--- src/ecsc_pkg.sv ---
// Package for the external core supply control block
package ecsc_pkg;
  // Clock rate and short-to-ground detection time
  localparam int unsigned CLK_HZ = 50_000_000;
  localparam int unsigned STG_TIME_US = 100;
  localparam int unsigned STG_CYCLES = (STG_TIME_US * (CLK_HZ / 1_000_000));
  localparam int unsigned STG_W = 24;
  // Sync divider: half period of the step down reference in clock cycles
  localparam logic [7:0] SYNC_HALF_RST = 8'h19;
  // Reset values
  localparam logic EN_RST = 1'b0;
  localparam logic SYNC_RST = 1'b0;
  localparam logic ROT_RST = 1'b0;

  // Sequencer states
  typedef enum logic [2:0] {
    ECSC_OFF,
    ECSC_WAIT_UC,
    ECSC_WAIT_CORE,
    ECSC_INIT,
    ECSC_SAFE_SHUTDOWN_STATE
  } ecsc_state_type;

  // Monitor status flags, sticky
  typedef struct packed {
    logic short_ground;
    logic overvoltage;
    logic undervoltage;
  } ecsc_flags_type;

  // Comparator inputs from the analog monitor
  typedef struct packed {
    logic prereg_ok;
    logic mcu_uc_ok;
    logic core_ov;
    logic core_uv;
  } ecsc_mon_type;
endpackage

--- src/ecsc_sync_gen.sv ---
// Sync square wave generator for the external regulator
`timescale 1ns/1ps
`default_nettype none
module ecsc_sync_gen
  import ecsc_pkg::*;
(
  input wire logic mclk,
  input wire logic resetn,
  input wire logic enable,
  input wire logic antiphase,
  input wire logic [7:0] half_period,
  output logic sync_out
);
  logic [7:0] cnt_r;
  logic [7:0] cnt_nxt;
  logic phase_r;
  logic phase_nxt;
  wire wrap = (cnt_r >= half_period - 8'h01);
  // Reference phase runs always so the sync pin stays aligned
  assign cnt_nxt = wrap ? 8'h00 : cnt_r + 8'h01;
  assign phase_nxt = wrap ? ~phase_r : phase_r;
  always_ff @(posedge mclk or negedge resetn) begin
    if (!resetn) begin
      cnt_r <= 8'h00;
      phase_r <= 1'b0;
    end else begin
      cnt_r <= cnt_nxt;
      phase_r <= phase_nxt;
    end
  end
  // Equal high and low halves give 50% duty; gated low until enabled
  always_ff @(posedge mclk or negedge resetn) begin
    if (!resetn) begin
      sync_out <= SYNC_RST;
    end else begin
      sync_out <= enable & (phase_nxt ^ antiphase);
    end
  end
endmodule
`default_nettype wire

--- src/ecsc_top.sv ---
// External core supply control: enable sequencing, sync and core monitoring
`timescale 1ns/1ps
`default_nettype none
module ecsc_top
  import ecsc_pkg::*;
#(
  parameter int unsigned STG_LIMIT = STG_CYCLES
) (
  input wire logic mclk,
  input wire logic resetn,
  input wire logic power_up_req,
  input wire logic ext_core_select_pin,
  input wire logic prereg_ok_pin,
  input wire logic mcu_uc_ok_pin,
  input wire logic core_monitor_ov,
  input wire logic core_monitor_uv,
  input wire logic sync_enable,
  input wire logic sync_antiphase,
  input wire logic [7:0] sync_half_period,
  input wire logic flags_clear,
  output logic ext_core_enable_pin,
  output logic sync_out_pin,
  output logic reset_out_pin,
  output logic vref_start,
  output logic ext_core_selected,
  output logic safe_shutdown_state,
  output ecsc_flags_type mon_flags
);
  // Two-stage synchronisers for all analog and pin inputs
  ecsc_mon_type mon_s1_r;
  ecsc_mon_type mon_s2_r;
  logic sel_s1_r;
  logic sel_s2_r;
  always_ff @(posedge mclk or negedge resetn) begin
    if (!resetn) begin
      mon_s1_r <= '0;
      mon_s2_r <= '0;
      sel_s1_r <= 1'b0;
      sel_s2_r <= 1'b0;
    end else begin
      mon_s1_r <= {prereg_ok_pin, mcu_uc_ok_pin, core_monitor_ov, core_monitor_uv};
      mon_s2_r <= mon_s1_r;
      sel_s1_r <= ext_core_select_pin;
      sel_s2_r <= sel_s1_r;
    end
  end

  ecsc_state_type state_r;
  ecsc_state_type state_nxt;
  logic sel_r;
  logic [STG_W-1:0] stg_cnt_r;
  logic [STG_W-1:0] stg_cnt_nxt;
  ecsc_flags_type flags_nxt;

  // Monitor qualifiers; only the own core input counts, no external reset
  wire mon_active = sel_r && (state_r == ECSC_INIT);
  wire ov_evt = mon_active && mon_s2_r.core_ov;
  wire uv_now = mon_active && mon_s2_r.core_uv;
  wire stg_hit = uv_now && (stg_cnt_r >= STG_LIMIT[STG_W-1:0] - 24'h000001);
  wire up_ok = mon_s2_r.prereg_ok && mon_s2_r.mcu_uc_ok;
  // Open pin reads high through the pull-up; high means option active
  wire sel_sample = sel_s2_r;
  // Value the latch takes this edge, so enable never acts on a stale option
  wire sel_nxt = (state_r == ECSC_WAIT_UC && up_ok) ? sel_sample : sel_r;

  // Short ground counter: runs only while undervoltage persists
  assign stg_cnt_nxt = uv_now ? stg_cnt_r + 24'h000001 : '0;

  // Sequencer next state
  always_comb begin
    state_nxt = state_r;
    case (state_r)
      ECSC_OFF: begin
        if (power_up_req) begin
          state_nxt = ECSC_WAIT_UC;
        end
      end
      ECSC_WAIT_UC: begin
        if (up_ok) begin
          state_nxt = ECSC_WAIT_CORE;
        end
      end
      ECSC_WAIT_CORE: begin
        if (!sel_r || !mon_s2_r.core_uv) begin
          state_nxt = ECSC_INIT;
        end
      end
      ECSC_INIT: begin
        if (ov_evt || stg_hit) begin
          state_nxt = ECSC_SAFE_SHUTDOWN_STATE;
        end else if (!up_ok) begin
          state_nxt = ECSC_WAIT_UC;
        end
      end
      ECSC_SAFE_SHUTDOWN_STATE: begin
        state_nxt = ECSC_SAFE_SHUTDOWN_STATE;
      end
      default: begin
        state_nxt = ECSC_OFF;
      end
    endcase
  end

  // Sticky flags; a set in the clearing cycle wins
  assign flags_nxt.overvoltage = ov_evt | (mon_flags.overvoltage & ~flags_clear);
  assign flags_nxt.undervoltage = uv_now | (mon_flags.undervoltage & ~flags_clear);
  assign flags_nxt.short_ground = stg_hit | (mon_flags.short_ground & ~flags_clear);

  // Enable: on from the core start step while option selected, off in safe_shutdown_state
  wire en_nxt = sel_nxt && (state_nxt == ECSC_WAIT_CORE || state_nxt == ECSC_INIT);
  // Reset output released only in init without core undervoltage
  wire rot_nxt = (state_nxt == ECSC_INIT) && !uv_now;
  // Voltage reference waits for the core monitor when option is used
  wire vref_nxt = (state_nxt == ECSC_INIT);

  always_ff @(posedge mclk or negedge resetn) begin
    if (!resetn) begin
      state_r <= ECSC_OFF;
      stg_cnt_r <= '0;
      mon_flags <= '0;
    end else begin
      state_r <= state_nxt;
      stg_cnt_r <= stg_cnt_nxt;
      mon_flags <= flags_nxt;
    end
  end

  // Select captured only when leaving toward the core start step
  always_ff @(posedge mclk or negedge resetn) begin
    if (!resetn) begin
      sel_r <= 1'b0;
    end else begin
      sel_r <= sel_nxt;
    end
  end

  // Registered outputs
  always_ff @(posedge mclk or negedge resetn) begin
    if (!resetn) begin
      ext_core_enable_pin <= EN_RST;
      reset_out_pin <= ROT_RST;
      vref_start <= 1'b0;
      safe_shutdown_state <= 1'b0;
      ext_core_selected <= 1'b0;
    end else begin
      ext_core_enable_pin <= en_nxt;
      reset_out_pin <= rot_nxt;
      vref_start <= vref_nxt;
      safe_shutdown_state <= (state_nxt == ECSC_SAFE_SHUTDOWN_STATE);
      ext_core_selected <= sel_r;
    end
  end

  // Sync generator; gated by software enable, low out of reset
  ecsc_sync_gen u_sync (
    .mclk(mclk),
    .resetn(resetn),
    .enable(sync_enable),
    .antiphase(sync_antiphase),
    .half_period(sync_half_period),
    .sync_out(sync_out_pin)
  );

  // Assertions
  property p_ov_off;
    @(posedge mclk) disable iff (!resetn) ov_evt |=> !ext_core_enable_pin && safe_shutdown_state;
  endproperty
  a_ov_off: assert property (p_ov_off) else $error("enable not dropped on ov");
  property p_ov_flag;
    @(posedge mclk) disable iff (!resetn) ov_evt |=> mon_flags.overvoltage;
  endproperty
  a_ov_flag: assert property (p_ov_flag) else $error("ov flag missing");
  property p_uv_rot;
    @(posedge mclk) disable iff (!resetn) uv_now |=> !reset_out_pin && mon_flags.undervoltage;
  endproperty
  a_uv_rot: assert property (p_uv_rot) else $error("uv reaction missing");
  property p_short_uv;
    @(posedge mclk) disable iff (!resetn) uv_now && !stg_hit && !ov_evt |=> !safe_shutdown_state;
  endproperty
  a_short_uv: assert property (p_short_uv) else $error("early safe_shutdown_state");
  property p_stg;
    @(posedge mclk) disable iff (!resetn) stg_hit |=> safe_shutdown_state && mon_flags.short_ground;
  endproperty
  a_stg: assert property (p_stg) else $error("stg escalation missing");
  property p_cnt;
    @(posedge mclk) disable iff (!resetn) !uv_now |=> stg_cnt_r == '0;
  endproperty
  a_cnt: assert property (p_cnt) else $error("stg counter not cleared");
  property p_en_cause;
    @(posedge mclk) disable iff (!resetn) $rose(ext_core_enable_pin) |-> $past(up_ok) && sel_r;
  endproperty
  a_en_cause: assert property (p_en_cause) else $error("enable without cause");
  property p_sync_off;
    @(posedge mclk) disable iff (!resetn) !sync_enable |=> !sync_out_pin;
  endproperty
  a_sync_off: assert property (p_sync_off) else $error("sync toggles while off");
  property p_sel_hold;
    @(posedge mclk) disable iff (!resetn) state_r == ECSC_INIT |=> $stable(sel_r);
  endproperty
  a_sel_hold: assert property (p_sel_hold) else $error("select resampled");
  property p_vref;
    @(posedge mclk) disable iff (!resetn) $rose(vref_start) && sel_r |-> !$past(mon_s2_r.core_uv);
  endproperty
  a_vref: assert property (p_vref) else $error("vref before core ok");
  c_safe_shutdown_state: cover property (@(posedge mclk) disable iff (!resetn) $rose(safe_shutdown_state));
  c_enable: cover property (@(posedge mclk) disable iff (!resetn) $rose(ext_core_enable_pin));
  c_sync: cover property (@(posedge mclk) disable iff (!resetn) $rose(sync_out_pin));
endmodule
`default_nettype wire

--- config.mk ---
export PLATFORM = sky130hd
export DESIGN_NAME = ecsc_top
export DESIGN_NICKNAME = d
export VERILOG_FILES = /design/src/ecsc_pkg.sv /design/src/ecsc_sync_gen.sv /design/src/ecsc_top.sv
export SDC_FILE = /design/constraint.sdc
export NUM_CORES = 1
export LEC_CHECK = 0
export ABC_AREA = 1
export BUFFER_PORTS_ARGS = -buffer_cell sky130_fd_sc_hd__buf_4
export CAP_MARGIN = 10
export CORE_MARGIN = 2
export CORE_UTILIZATION = 58
export DETAILED_ROUTE_END_ITERATION = 10
export HOLD_SLACK_MARGIN = 0.06
export PLACE_DENSITY = 0.79
export SLEW_MARGIN = 40
export SYNTH_ARGS = -nofsm -noshare
export SYNTH_HDL_FRONTEND = slang
export SYNTH_SLANG_ARGS = --single-unit
export TNS_END_PERCENT = 100
--- constraint.sdc ---
create_clock -name mclk -period 2.2 [get_ports mclk]
set_input_delay 0.33 -clock mclk [delete_from_list [all_inputs] [get_ports mclk]]
set_output_delay 0.33 -clock mclk [all_outputs]
set_load 0.005 [all_outputs]
==> results.yml <==
yosys:
  syn_avg_cell_area_sq_um: 8.79
  synth_nets: 343
  synth_cells: 313
  netlist_area_sq_um: 2750
  ys_types: 33
  ys_warn_count: 0
  ys_seq_area_share_pct: 50.9
  synthFlopType: "dfrtp_1"
  async_flop_share_pct: 100
  ys_ff_latch: 56
  synth-edff-count: 0
finish:
  nets: 385
  drive_gt1_share_pct: 18.0
  syn_to_final_growth_pct: 17.8
  fin_area_sq_um: 3240
  diodes: 0
route:
  wl_per_cell_microns: 13.3
  vias: 2199
  avgViaCountPerCell: 5.36
  drt-initial-drc-count: 130
  wirelength_microns: 5440
  dr.pass1.iters: 4
  drc: 0
  ant_nets: 0
critical_path:
  crit_path_start: "sync_half_period[1]"
  crit_type: "primary input to register"
  cp-end-kind: "register"
  rr_startpoint: "stg_cnt_r[0]"
  worst_ep_arrival_time_ns: 2.27
  cp-start-kind: "primary input"
  worstPathRequired_ns: 2.42
  path_max_fanout: 8
  reg2reg_depth: 10
sta:
  rsz0062_at_grt: "no"
  fin_skew_ns: 0.00717
  max_freq_mhz: 488
  setup_tns_ns: 0
  report.final.hold_viol_count: 0
  drv_slew: 0
  worst_pin_slew_ns: 0.671
  finalCritPeriodShare_pct: 93.2
  period_needed_ns: 2.05
  slew_headroom_pct: 55.3
  setup_viol: 0
floorplanning:
  row_count: 25
  coreArea_sq_um: 4660
  die_area_sq_um: 5310
  num_io_pins: 28
  die_x_microns: 72.9
  dieHeight_microns: 72.9
  initial_utilization_pct: 59.1
power_and_ir_drop:
  clkPwrFrac_pct: 26.1
  peakVddDrop_mv: 0.509
  seqPwrFrac_pct: 48.1
  intPower_mw: 1.88
  p_sw_share_pct: 30.3
  p_leak_nw: 1.53
  p_sw_uw: 817
  power.density_nw_per_um2: 833
  p_comb_share_pct: 25.8
worst_hold_path:
  worstHoldPathType: "primary input to async pin"
grt:
  grt_max_degree: 57
  grt_antenna_before_repair: 0
  grt_pass1_vias: 2200
  grtUsageTotal_pct: 22.3
  globalRouteOverflowTotal: 0
  grt_pass1_wl_microns: 9140
run_status:
  status: "finished, final reports clean"
clocking:
  h-tree-depth: 2
  clock_sinks: 56
  postCtsSetupBuffers: 0
  cts_tree: "done"
  clockBufferDepth: 2
  cts-root-buf: "clkbuf_8"
  path_clk_slew_ns: 0.10
  cts_buffers: 5
  insertion_delay_ns: 0.31
placed_design:
  place.port_buffers: 27
  globalplace.congestion: 0.872
  place_hpwl_microns: 4040
  dpl_cell_area_sq_um: 3100
flow_run:
  drv_cap: 0
[metrics by stage]
step	cells	util (%)	hold WS, ns	setup slack, ns	total power, mW
floorplan	313	-	0.0344	0.00336	1.71
global placement	402	66.5	0.333	-0.111	1.96
detailed placement	402	66.5	0.338	-0.269	2.01
CTS	410	69.1	0.0735	0.0683	2.72
global route	410	69.6	0.101	0.00124	2.88
finish	410	69.6	0.0420	0.149	2.70
[area by class of cell]
type	instances	area, sq um
Inverter	39	146
Clock inverter	2	38.8
Clock buffer	6	82.6
Multi-Input combinational cell	216	1210
Timing Repair Buffer	37	294
Tap cell	54	67.6
Fill cell	357	1420
Sequential cell	56	1400
[power groups by stage]
stage	logic (mW)	registers, mW	clock network, mW
floorplan	0.416	1.30	0
global route	0.808	1.31	0.756
CTS	0.696	1.30	0.729
global placement	0.650	1.31	0
detailed placement	0.693	1.31	0
finish	0.697	1.30	0.705
[cells in the final DEF, fill, tap and decap left out, types with 2 or more instances in the layout]
| master | count |
|---|---|
| ha_1 | 11 |
| xnor2_1 | 4 |
| nor2_4 | 3 |
| o211ai_1 | 2 |
| inv_1 | 37 |
| nor2_1 | 50 |
| nand4_1 | 12 |
| nand2_1 | 45 |
| clkbuf_8 | 6 |
| o21ai_0 | 11 |
| nor4_1 | 2 |
| dfrtp_1 | 56 |
| nor3b_1 | 2 |
| nand3_1 | 12 |
| nand2_2 | 4 |
| nor2_2 | 2 |
| a31oi_1 | 2 |
| a21oi_1 | 19 |
| a211oi_1 | 2 |
| nor3_1 | 9 |
| xor2_1 | 8 |
| inv_2 | 2 |
| o21a_1 | 4 |
| o21ai_1 | 2 |
| buf_4 | 35 |
[logic make-up after synthesis]
kind of cell | Yosys count | share of synthesized area [%]
AO/OA/AOI/OAI | 45 | 9.55
AND/OR/NAND/NOR | 148 | 24.9
flip-flops | 56 | 50.9
adder cells (fa/ha/maj) | 11 | 5.00
XOR/XNOR | 12 | 3.82
buffers and inverters | 41 | 5.86
[per-layer routing]
metal	vias to the layer above	track usage (%)	share of wire, %
li1	1112	-	-
met1	1034	28.4	45
met2	42	36.4	49
met3	11	4.70	3.8
met4	0	10.5	1.7
met5	-	0	0
[cell usage after synthesis, drive strengths merged (3+ instances only)]
cell	number	area [sq um]
xnor2	4	35.0
dfrtp	56	1400
nand4	12	75.1
nor2	55	231
nand3	13	65.1
o21ai	13	65.1
nand2	50	200
a211oi	3	27.5
xor2	8	70.1
nor3	11	66.3
a21oi	19	95.1
ha	11	138
inv	39	146
o21a	4	30.0
[registers in the layout (all words and copies together) (netlist names)]
name,cells
stg_cnt_r,24
u_sync.cnt_r,8
mon_s1_r,4
mon_s2_r,4
mon_flags,3
state_r,3
ext_core_enable_pin,1
ext_core_selected,1
reset_out_pin,1
safe_shutdown_state,1
sel_r,1
sel_s1_r,1
sel_s2_r,1
u_sync.phase_r,1
u_sync.sync_out,1
vref_start,1
[timing repair]
action / 4_1_cts / 5_1_grt
setup endpoints to repair: 0 / 2
hold buffers: 0 / 0
resized for setup: 0 / 6
[critical path, cell delays in order]
cell and delay [ns]:
buf_4 0.11, nor2_1 0.09, nand2_1 0.07, or3_4 0.34
nor3_2 0.14, xnor2_1 0.14, ha_1 0.26, a21oi_1 0.14
o21a_1 0.17, nand3_2 0.12, buf_12 0.16, nor3b_1 0.19
[worst paths after layout]
kind	end	slack, ns
worst min-delay path	mon_s2_r[0]	0.04
min in group mclk	mon_s1_r[1]	0.12
max in group asynchronous	stg_cnt_r[19]	1.70
worst min register to register	mon_s2_r[3]	0.36
worst max-delay path	u_sync.cnt_r[4]	0.15
worst max register to register	stg_cnt_r[16]	0.47
No activity file was read; power rests on OpenSTA's default activity.
